[src/shared/prt_pkg.sv]
// Package: register map, field positions and constants of the PWM auto-reload timer.
package prt_pkg;
    localparam int PRT_DW = 8;
    localparam int PRT_NPWM = 4;
    localparam int PRT_NCAP = 2;
    // Register addresses on the plain register port.
    localparam logic [7:0] PRT_DUTY3_OFS = 8'h73;
    localparam logic [7:0] PRT_DUTY0_OFS = 8'h76;
    localparam logic [7:0] PRT_WAVE_OFS = 8'h77;
    localparam logic [7:0] PRT_TCS_OFS = 8'h78;
    localparam logic [7:0] PRT_CNT_OFS = 8'h79;
    localparam logic [7:0] PRT_RELOAD_OFS = 8'h7a;
    localparam logic [7:0] PRT_CAPCS_OFS = 8'h7b;
    localparam logic [7:0] PRT_CAP1_OFS = 8'h7c;
    localparam logic [7:0] PRT_IRQ_STAT_OFS = 8'h7e;
    localparam logic [7:0] PRT_IRQ_MASK_OFS = 8'h7f;
    // Timer control/status fields.
    localparam int PRT_CC_LSB = 4;
    localparam int PRT_CC_W = 3;
    localparam int PRT_TCE_BIT = 3;
    localparam int PRT_FCRL_BIT = 2;
    localparam int PRT_OIE_BIT = 1;
    localparam int PRT_OVF_BIT = 0;
    // Wave control fields.
    localparam int PRT_OE_LSB = 4;
    localparam int PRT_OP_LSB = 0;
    // Capture control/status fields.
    localparam int PRT_CS_LSB = 4;
    localparam int PRT_CIE_LSB = 2;
    localparam int PRT_CF_LSB = 0;
    // Interrupt status and mask layout.
    localparam int PRT_IRQ_OVF_BIT = 0;
    localparam int PRT_IRQ_CAP_LSB = 1;
    localparam int PRT_IRQ_W = 3;
    localparam int PRT_PRESC_W = 7;
    localparam logic [7:0] PRT_RST8 = 8'h00;
    localparam logic [7:0] PRT_CNT_TOP = 8'hff;
    localparam logic [7:0] PRT_UNMAPPED = 8'h00;
endpackage : prt_pkg

[src/rtl/prt_timer.sv]
// Module: 8-bit auto-reload timer with four PWM outputs, two input captures and interrupt logic.
`timescale 1ns/10ps
module prt_timer
    import prt_pkg::*;
#(
    parameter int N_PWM = PRT_NPWM,
    parameter int N_CAP = PRT_NCAP
) (
    // Clock and reset.
    input wire logic sys_clk,
    input wire logic rst_b,
    // Register port.
    input wire logic [7:0] reg_addr,
    input wire logic [PRT_DW-1:0] reg_wdata,
    input wire logic reg_wr,
    input wire logic reg_rd,
    output logic [PRT_DW-1:0] reg_rdata,
    // Pins.
    output logic [PRT_NPWM-1:0] wave_out_pin,
    output logic [PRT_NPWM-1:0] wave_out_oe,
    input wire logic [PRT_NCAP-1:0] capture_in_pin,
    // Interrupt.
    output logic irq_out
);
    if (N_PWM != PRT_NPWM || N_CAP != PRT_NCAP) begin : g_chk
        $error("prt_timer: channel counts are fixed by the register layout");
    end

    logic [7:0] counter_access_reg;
    logic [7:0] cnt_next;
    logic [7:0] reload_value_reg;
    logic [7:0] wave_control_reg;
    logic [7:0] wave_next;
    logic [7:0] duty_compare_reg [PRT_NPWM];
    logic [7:0] compare_value_reg [PRT_NPWM];
    logic [7:0] cmp_next [PRT_NPWM];
    logic [PRT_CC_W-1:0] cc_reg;
    logic tce_reg;
    logic oie_reg;
    logic overflow_flag_reg;
    logic [PRT_NCAP-1:0] cs_reg;
    logic [PRT_NCAP-1:0] capture_irq_enable_reg;
    logic [PRT_NCAP-1:0] capture_flag_reg;
    logic [7:0] capture_value_reg [PRT_NCAP];
    logic [PRT_NCAP-1:0] cap_prev_reg;
    logic [PRT_NCAP-1:0] cap_evt;
    logic [PRT_NCAP-1:0] cap_rd;
    logic [PRT_IRQ_W-1:0] irq_stat_reg;
    logic [PRT_IRQ_W-1:0] irq_mask_reg;
    logic [PRT_IRQ_W-1:0] irq_gate;
    logic [PRT_PRESC_W-1:0] presc_reg;
    logic [PRT_PRESC_W-1:0] div_mask;
    logic [PRT_DW-1:0] rd_mux;
    logic tick;
    logic cnt_wr;
    logic force_reload;
    logic ovf_evt;
    logic tcs_rd;
    logic irq_reg;
    logic [PRT_DW-1:0] rdata_reg;
    logic [PRT_NPWM-1:0] pin_reg;
    logic [PRT_NPWM-1:0] oe_reg;

    assign reg_rdata = rdata_reg;
    assign wave_out_pin = pin_reg;
    assign wave_out_oe = oe_reg;
    assign irq_out = irq_reg;

    // Prescaler: the counter advances on a one-cycle enable every 2**cc clocks.
    assign div_mask = PRT_PRESC_W'((8'h01 << cc_reg) - 8'h01);
    assign tick = tce_reg && ((presc_reg & div_mask) == div_mask);
    assign cnt_wr = reg_wr && (reg_addr == PRT_CNT_OFS);
    assign force_reload = reg_wr && (reg_addr == PRT_TCS_OFS) && reg_wdata[PRT_FCRL_BIT];
    assign tcs_rd = reg_rd && (reg_addr == PRT_TCS_OFS);
    // A software write of the count wins over a wrap in the same cycle.
    assign ovf_evt = tick && (counter_access_reg == PRT_CNT_TOP) && !cnt_wr && !force_reload;

    always_ff @(posedge sys_clk) begin
        if (!rst_b || force_reload || !tce_reg) begin
            presc_reg <= '0;
        end else begin
            presc_reg <= presc_reg + 1'b1;
        end
    end

    always_comb begin
        cnt_next = counter_access_reg;
        if (cnt_wr) begin
            cnt_next = reg_wdata;
        end else if (force_reload || ovf_evt) begin
            cnt_next = reload_value_reg;
        end else if (tick) begin
            cnt_next = counter_access_reg + 8'h01;
        end
    end

    always_ff @(posedge sys_clk) begin
        if (!rst_b) begin
            counter_access_reg <= PRT_RST8;
        end else begin
            counter_access_reg <= cnt_next;
        end
    end

    // Plain software registers.
    always_ff @(posedge sys_clk) begin
        if (!rst_b) begin
            reload_value_reg <= PRT_RST8;
            wave_control_reg <= PRT_RST8;
            cc_reg <= '0;
            tce_reg <= 1'b0;
            oie_reg <= 1'b0;
            cs_reg <= '0;
            capture_irq_enable_reg <= '0;
            irq_mask_reg <= '0;
        end else if (reg_wr) begin
            case (reg_addr)
                PRT_RELOAD_OFS: reload_value_reg <= reg_wdata;
                PRT_WAVE_OFS: wave_control_reg <= reg_wdata;
                PRT_TCS_OFS: begin
                    cc_reg <= reg_wdata[PRT_CC_LSB +: PRT_CC_W];
                    tce_reg <= reg_wdata[PRT_TCE_BIT];
                    oie_reg <= reg_wdata[PRT_OIE_BIT];
                end
                PRT_CAPCS_OFS: begin
                    cs_reg <= reg_wdata[PRT_CS_LSB +: PRT_NCAP];
                    capture_irq_enable_reg <= reg_wdata[PRT_CIE_LSB +: PRT_NCAP];
                end
                PRT_IRQ_MASK_OFS: irq_mask_reg <= reg_wdata[PRT_IRQ_W-1:0];
                default: ;
            endcase
        end
    end

    // Overflow flag: read of the control/status register clears it, a new overflow wins.
    always_ff @(posedge sys_clk) begin
        if (!rst_b) begin
            overflow_flag_reg <= 1'b0;
        end else if (ovf_evt) begin
            overflow_flag_reg <= 1'b1;
        end else if (tcs_rd) begin
            overflow_flag_reg <= 1'b0;
        end
    end

    assign wave_next = (reg_wr && reg_addr == PRT_WAVE_OFS) ? reg_wdata : wave_control_reg;

    // PWM channels. Pins are computed from next-state values so that a polarity write,
    // a reload or a compare crossing shows on the pin in the very next cycle.
    for (genvar i = 0; i < PRT_NPWM; i++) begin : g_pwm
        // The compare shadow takes the duty value at each reload so a period is never torn.
        assign cmp_next[i] = (ovf_evt || force_reload) ? duty_compare_reg[i] : compare_value_reg[i];

        always_ff @(posedge sys_clk) begin
            if (!rst_b) begin
                duty_compare_reg[i] <= PRT_RST8;
            end else if (reg_wr && reg_addr == PRT_DUTY0_OFS - 8'(i)) begin
                duty_compare_reg[i] <= reg_wdata;
            end
        end

        always_ff @(posedge sys_clk) begin
            if (!rst_b) begin
                compare_value_reg[i] <= PRT_RST8;
            end else begin
                compare_value_reg[i] <= cmp_next[i];
            end
        end

        always_ff @(posedge sys_clk) begin
            if (!rst_b) begin
                pin_reg[i] <= 1'b0;
                oe_reg[i] <= 1'b0;
            end else begin
                oe_reg[i] <= wave_next[PRT_OE_LSB + i];
                pin_reg[i] <= wave_next[PRT_OE_LSB + i] &&
                    ((cnt_next <= cmp_next[i]) ^ wave_next[PRT_OP_LSB + i]);
            end
        end

        pin_track_a: assert property (@(posedge sys_clk) disable iff (!rst_b)
            wave_control_reg[PRT_OE_LSB + i] |->
            wave_out_pin[i] == ((counter_access_reg <= compare_value_reg[i]) ^ wave_control_reg[PRT_OP_LSB + i]))
            else $error("PWM pin does not follow count, compare and polarity");
        ovf_level_a: assert property (@(posedge sys_clk) disable iff (!rst_b)
            ovf_evt && wave_control_reg[PRT_OE_LSB + i] && !reg_wr && duty_compare_reg[i] > reload_value_reg
            |=> wave_out_pin[i] == !$past(wave_control_reg[PRT_OP_LSB + i]))
            else $error("PWM pin not at start level after reload");
        oe_off_a: assert property (@(posedge sys_clk) disable iff (!rst_b)
            !wave_control_reg[PRT_OE_LSB + i] |-> !wave_out_pin[i] && !wave_out_oe[i])
            else $error("Disabled PWM channel still drives");
        pol_flip_a: assert property (@(posedge sys_clk) disable iff (!rst_b)
            $changed(wave_control_reg[PRT_OP_LSB + i]) && $stable(counter_access_reg) &&
            $stable(compare_value_reg[i]) && wave_control_reg[PRT_OE_LSB + i] && $past(wave_out_oe[i])
            |-> wave_out_pin[i] != $past(wave_out_pin[i]))
            else $error("Polarity change did not invert the pin at once");
    end

    // Capture channels; inputs are already synchronous to sys_clk.
    for (genvar c = 0; c < PRT_NCAP; c++) begin : g_cap
        logic edge_hit;
        assign edge_hit = cs_reg[c] ? (!cap_prev_reg[c] && capture_in_pin[c])
                                    : (cap_prev_reg[c] && !capture_in_pin[c]);
        // A pending capture blocks the next one so unread data is never overwritten.
        assign cap_evt[c] = edge_hit && !capture_flag_reg[c];
        assign cap_rd[c] = reg_rd && (reg_addr == PRT_CAP1_OFS + 8'(c));

        always_ff @(posedge sys_clk) begin
            if (!rst_b) begin
                cap_prev_reg[c] <= 1'b0;
            end else begin
                cap_prev_reg[c] <= capture_in_pin[c];
            end
        end

        always_ff @(posedge sys_clk) begin
            if (!rst_b) begin
                capture_value_reg[c] <= PRT_RST8;
            end else if (cap_evt[c]) begin
                capture_value_reg[c] <= counter_access_reg;
            end
        end

        always_ff @(posedge sys_clk) begin
            if (!rst_b) begin
                capture_flag_reg[c] <= 1'b0;
            end else if (cap_evt[c]) begin
                capture_flag_reg[c] <= 1'b1;
            end else if (cap_rd[c]) begin
                capture_flag_reg[c] <= 1'b0;
            end
        end

        cap_take_a: assert property (@(posedge sys_clk) disable iff (!rst_b)
            cap_evt[c] |=> capture_value_reg[c] == $past(counter_access_reg) && capture_flag_reg[c])
            else $error("Capture did not latch the count");
        cap_hold_a: assert property (@(posedge sys_clk) disable iff (!rst_b)
            capture_flag_reg[c] |=> $stable(capture_value_reg[c]))
            else $error("Capture data changed while pending");
        cap_clear_a: assert property (@(posedge sys_clk) disable iff (!rst_b)
            capture_flag_reg[c] && !cap_rd[c] |=> capture_flag_reg[c])
            else $error("Capture flag cleared without a data read");
        edge_sel_a: assert property (@(posedge sys_clk) disable iff (!rst_b)
            !capture_flag_reg[c] && cs_reg[c] && !cap_prev_reg[c] && capture_in_pin[c]
            |=> capture_flag_reg[c] ##1 capture_flag_reg[c] || $past(cap_rd[c]))
            else $error("Rising edge not captured");
    end

    // Sticky interrupt status, cleared by writing one; a new event wins over the clear.
    always_ff @(posedge sys_clk) begin
        if (!rst_b) begin
            irq_stat_reg <= '0;
        end else begin
            for (int b = 0; b < PRT_IRQ_W; b++) begin
                if (reg_wr && reg_addr == PRT_IRQ_STAT_OFS && reg_wdata[b]) begin
                    irq_stat_reg[b] <= 1'b0;
                end
            end
            if (ovf_evt) begin
                irq_stat_reg[PRT_IRQ_OVF_BIT] <= 1'b1;
            end
            for (int k = 0; k < PRT_NCAP; k++) begin
                if (cap_evt[k]) begin
                    irq_stat_reg[PRT_IRQ_CAP_LSB + k] <= 1'b1;
                end
            end
        end
    end

    assign irq_gate = {capture_irq_enable_reg, oie_reg};

    always_ff @(posedge sys_clk) begin
        if (!rst_b) begin
            irq_reg <= 1'b0;
        end else begin
            irq_reg <= |(irq_stat_reg & irq_mask_reg & irq_gate);
        end
    end

    irq_gate_a: assert property (@(posedge sys_clk) disable iff (!rst_b)
        (irq_stat_reg & irq_mask_reg & irq_gate) == '0 |=> !irq_out)
        else $error("Interrupt raised without an enabled source");

    // Read path; the answer stands only in the cycle after the strobe.
    always_comb begin
        rd_mux = PRT_UNMAPPED;
        case (reg_addr)
            PRT_CNT_OFS: rd_mux = counter_access_reg;
            PRT_RELOAD_OFS: rd_mux = reload_value_reg;
            PRT_WAVE_OFS: rd_mux = wave_control_reg;
            PRT_TCS_OFS: rd_mux = {1'b0, cc_reg, tce_reg, 1'b0, oie_reg, overflow_flag_reg};
            PRT_CAPCS_OFS: rd_mux = {2'h0, cs_reg, capture_irq_enable_reg, capture_flag_reg};
            PRT_CAP1_OFS: rd_mux = capture_value_reg[0];
            PRT_CAP1_OFS + 8'h01: rd_mux = capture_value_reg[1];
            PRT_IRQ_STAT_OFS: rd_mux = 8'(irq_stat_reg);
            PRT_IRQ_MASK_OFS: rd_mux = 8'(irq_mask_reg);
            default: begin
                if (reg_addr >= PRT_DUTY3_OFS && reg_addr <= PRT_DUTY0_OFS) begin
                    rd_mux = duty_compare_reg[2'(PRT_DUTY0_OFS - reg_addr)];
                end
            end
        endcase
    end

    always_ff @(posedge sys_clk) begin
        if (!rst_b) begin
            rdata_reg <= PRT_RST8;
        end else begin
            rdata_reg <= reg_rd ? rd_mux : PRT_RST8;
        end
    end

    cnt_write_a: assert property (@(posedge sys_clk) disable iff (!rst_b)
        cnt_wr |=> counter_access_reg == $past(reg_wdata))
        else $error("Counter write not taken");
    reload_load_a: assert property (@(posedge sys_clk) disable iff (!rst_b)
        ovf_evt |=> counter_access_reg == $past(reload_value_reg) && overflow_flag_reg)
        else $error("Overflow did not reload the counter or set the flag");
    resv_zero_a: assert property (@(posedge sys_clk) disable iff (!rst_b)
        reg_rd && reg_addr == PRT_CAPCS_OFS |=> reg_rdata[7:6] == 2'h0)
        else $error("Reserved capture bits read non-zero");

    ovf_seen_c: cover property (@(posedge sys_clk) disable iff (!rst_b) ovf_evt);
    cap_seen_c: cover property (@(posedge sys_clk) disable iff (!rst_b) cap_evt[0] ##[1:50] cap_rd[0]);
    irq_seen_c: cover property (@(posedge sys_clk) disable iff (!rst_b) $rose(irq_out));
    pol_seen_c: cover property (@(posedge sys_clk) disable iff (!rst_b) $changed(wave_control_reg[PRT_OP_LSB]));
endmodule : prt_timer

[config.mk]
export PLATFORM = sky130hd
export DESIGN_NAME = prt_timer
export DESIGN_NICKNAME = d
export VERILOG_FILES = /design/src/shared/prt_pkg.sv /design/src/rtl/prt_timer.sv
export SDC_FILE = /design/constraint.sdc
export NUM_CORES = 1
export LEC_CHECK = 0
export BUFFER_PORTS_ARGS = -buffer_cell sky130_fd_sc_hd__buf_2
export CAP_MARGIN = 15
export CORE_MARGIN = 3
export CORE_UTILIZATION = 55
export CTS_CLUSTER_SIZE = 40
export DETAILED_ROUTE_END_ITERATION = 12
export PLACE_DENSITY = 0.78
export SLEW_MARGIN = 15
export SYNTH_ARGS = -nofsm -noshare
export SYNTH_HDL_FRONTEND = slang
export SYNTH_SLANG_ARGS = --single-unit
[constraint.sdc]
create_clock -name sys_clk -period 8.15 [get_ports sys_clk]
set_clock_uncertainty 0.2 [all_clocks]
set_input_delay 0.4075 -clock sys_clk [delete_from_list [all_inputs] [get_ports sys_clk]]
set_output_delay 0.4075 -clock sys_clk [all_outputs]
set_load 0.1 [all_outputs]
==> results.md <==
- Status: complete, no violations
- CTS Buffer Depth: 2
- Via density per instance: 6.42
- Final min period: 5.24 ns
- Antenna viol nets, final: 0
- Power density over the cells: 199 nW/um^2
- CTS tree: done
- Initial antenna violation count: 0
- Largest net degree at the start of global routing: 63
- Count of cell types in the netlist: 71
- Worst Hold Class: in2reg
- Post-Route WL: 20800 um
- Final period util: 64.3%
- Final Util: 63.9%
- Post-CTS setup buffers: 0
- Port bufs: 38
- Logic pwr share: 4.5%
- Worst-path clk slew: 0.06 ns
- Worst Setup EP: wave_out_pin[1]
- Area of the die: 14800 um^2
- Clock buffer count from CTS: 17
- Worst-Margin Slew: 1.22 ns
- Asr flop ratio synth: 0%
- Layout Nets: 827
- PnR Total Power: 1630 uW
- Setup-failing EPs final: 0
- Pins over their slew limit: 0
- Most frequent cells in the layout: dfxtp_1, nor2_1, nand2_1
- Final HPWL DP: 14800 um
- Unrepaired setup endpoints after global routing: no
- Crit Path Class: reg2reg
- Syn. warnings: 0
- Yosys reg bits: 148
- Static Leak: 0.00350 uW
- IO Count: 39
- CTS Hold Bufs: 0
- RD Place Congestion: 0.997
- GRT overflow: 0
- MaxCap Viol Count: 0
- Clk pwr share: 47.3%
- Worst path arrival time: 5.41 ns
- Internal power: 1260 uW
- Vias in the first global route: 5771
- Ant. Diodes: 0
- Seq pwr share: 48.2%
- Peak supply drop: 0.147 mV
- Site Rows: 41
- Post-synthesis sequential area ratio: 46.9%
- WP data required: 8.32 ns
- Avg WL per Cell: 21.7 um
- Worst-path fanout max: 44
- Clk sinks: 148
- Syn_area_per_cell: 9.80 um^2
- Die W: 122 um
- DR iter-0 viols: 924
- Initial Utilization: 57.3%
- Sw frac: 23.0%
- H-tree depth: 4
- Worst R2R Setup Slack: 2.91 ns
- Top FF cell, synth: dfxtp_1
- Min Hold Slack: 0.0155 ns
- EDFF count, synth: 48
- Residual DRC count: 0
- Post-synthesis cell area: 7350 um^2
- Layout Area Growth over Synthesis: 11.5%
- Resize count post-CTS: 0
- Slew headroom: 18.1%
- Setup TNS: 0 ns
- Final Hold Fails: 0
- Core region area: 12800 um^2
- Share of layout cells above drive strength 1: 13.0%
- CP startpoint kind: flop
- Worst Setup End Kind: flop
- Critical R2R Launch: cc_reg[2]
- Synthesized Nets: 803
- Min-Delay Path Depth: 2
- Worst R2R End: wave_out_pin[1]
- FF-to-FF path depth: 18
- Vert. Die Dim: 122 um
- Gate count of the mapped netlist: 750
- Max Freq: 191 MHz
- Root buffer cell: clkbuf_16
- Worst-Skew Late Latency: 0.43 ns
- Drt first pass iters: 7
- Worst setup path start: cc_reg[2]
- Net load switching power: 374 uW
- Via count: 6156
- First-pass GRT wire length: 32300 um
- Commonest non-fill, non-tap cell in the layout: dfxtp_1
- GRT Total Usage: 29.2%
[per-stage QoR]
| stage | instances | cell area, um^2 | setup slack (ns) |
|---|---|---|---|
| global placement | 927 | 7610 | 3.30 |
| finish | 959 | 8190 | 2.91 |
| detailed placement | 927 | 7610 | 3.02 |
| floorplan | 750 | 7350 | 3.53 |
| global route | 959 | 8190 | 2.66 |
| CTS | 959 | 8190 | 2.99 |
[cells by family after synthesis]
group | share of synthesized area [%]
AO/OA/AOI/OAI | 13.1
multiplexers | 8.26
AND/OR/NAND/NOR | 21.0
XOR/XNOR | 2.15
flip-flops | 46.9
buffers and inverters | 3.12
adder cells (fa/ha/maj) | 5.55
[power by group through the flow]
| stage | combinational [uW] | sequential, uW | clock, uW |
|---|---|---|---|
| after floorplan | 40.6 | 799 | 0 |
| after CTS | 72.2 | 785 | 775 |
| after global placement | 71.1 | 800 | 0 |
| after detailed placement | 72.1 | 800 | 0 |
| final | 74.0 | 785 | 771 |
| after global routing | 78.9 | 786 | 805 |
[routing by layer]
layer  part of all wire (%)  GRT usage [%]  vias up
met2                     44           42.6      348
met1                     43           41.1     2965
li1                       -              -     2770
met4                    4.0           13.0        0
met5                      0              0        -
met3                    9.6           7.57       73
[layout make-up]
class / instances / area (um^2)
flip-flops and latches: 148 / 3440
repair buffers: 41 / 213
fillers: 1046 / 4630
well taps: 172 / 215
multi-input cells: 551 / 3680
inverters: 15 / 56.3
clock buffers: 22 / 488
clock inverters: 10 / 92.6
[worst max-delay path: stages (launching register included)]
cell      delay [ns]
dfxtp_1         0.42
or3_1           0.41
ha_1            0.26
nor4b_1         0.42
o32ai_2         0.14
nand3b_2        0.20
o31a_2          0.15
buf_4           0.51
mux2i_1         0.15
o21ai_0         0.59
ha_1            0.38
a21o_1          0.18
nand2_1         0.08
a21o_1          0.09
o32ai_1         0.08
a311oi_1        0.38
o21ai_0         0.21
a31o_1          0.26
nand2_1         0.06
[Yosys cell counts, drive strengths merged (6+ instances only)]
cell / n / area share (%)
a21o: 9 / 0.92
a21oi: 40 / 2.9
a221oi: 10 / 1.2
a222oi: 6 / 0.82
a22oi: 8 / 0.82
and2: 46 / 3.9
and3: 20 / 1.7
buf: 13 / 1.1
clkbuf: 23 / 1.2
dfxtp: 100 / 27
edfxtp: 48 / 20
ha: 31 / 5.3
inv: 15 / 0.77
mux2i: 37 / 5.0
mux4: 8 / 2.5
nand2: 77 / 3.9
nand3: 40 / 2.7
nor2: 93 / 4.8
nor3: 8 / 0.61
o21ai: 15 / 1.0
xnor2: 12 / 1.4
xor2: 6 / 0.72
[how the worst min path moves through the flow]
stage / end / slack, ns / startpoint
floorplan: presc_reg[0] / 0.25 / presc_reg[0]
global placement: overflow_flag_reg / 0.27 / overflow_flag_reg
detailed placement: capture_irq_enable_reg[0] / 0.28 / capture_irq_enable_reg[0]
CTS: cap_prev_reg[0] / 0.009 / capture_in_pin[0]
global route: cap_prev_reg[0] / 0.02 / capture_in_pin[0]
finish: cap_prev_reg[0] / 0.02 / capture_in_pin[0]
Power figures use the tool's default switching activity.
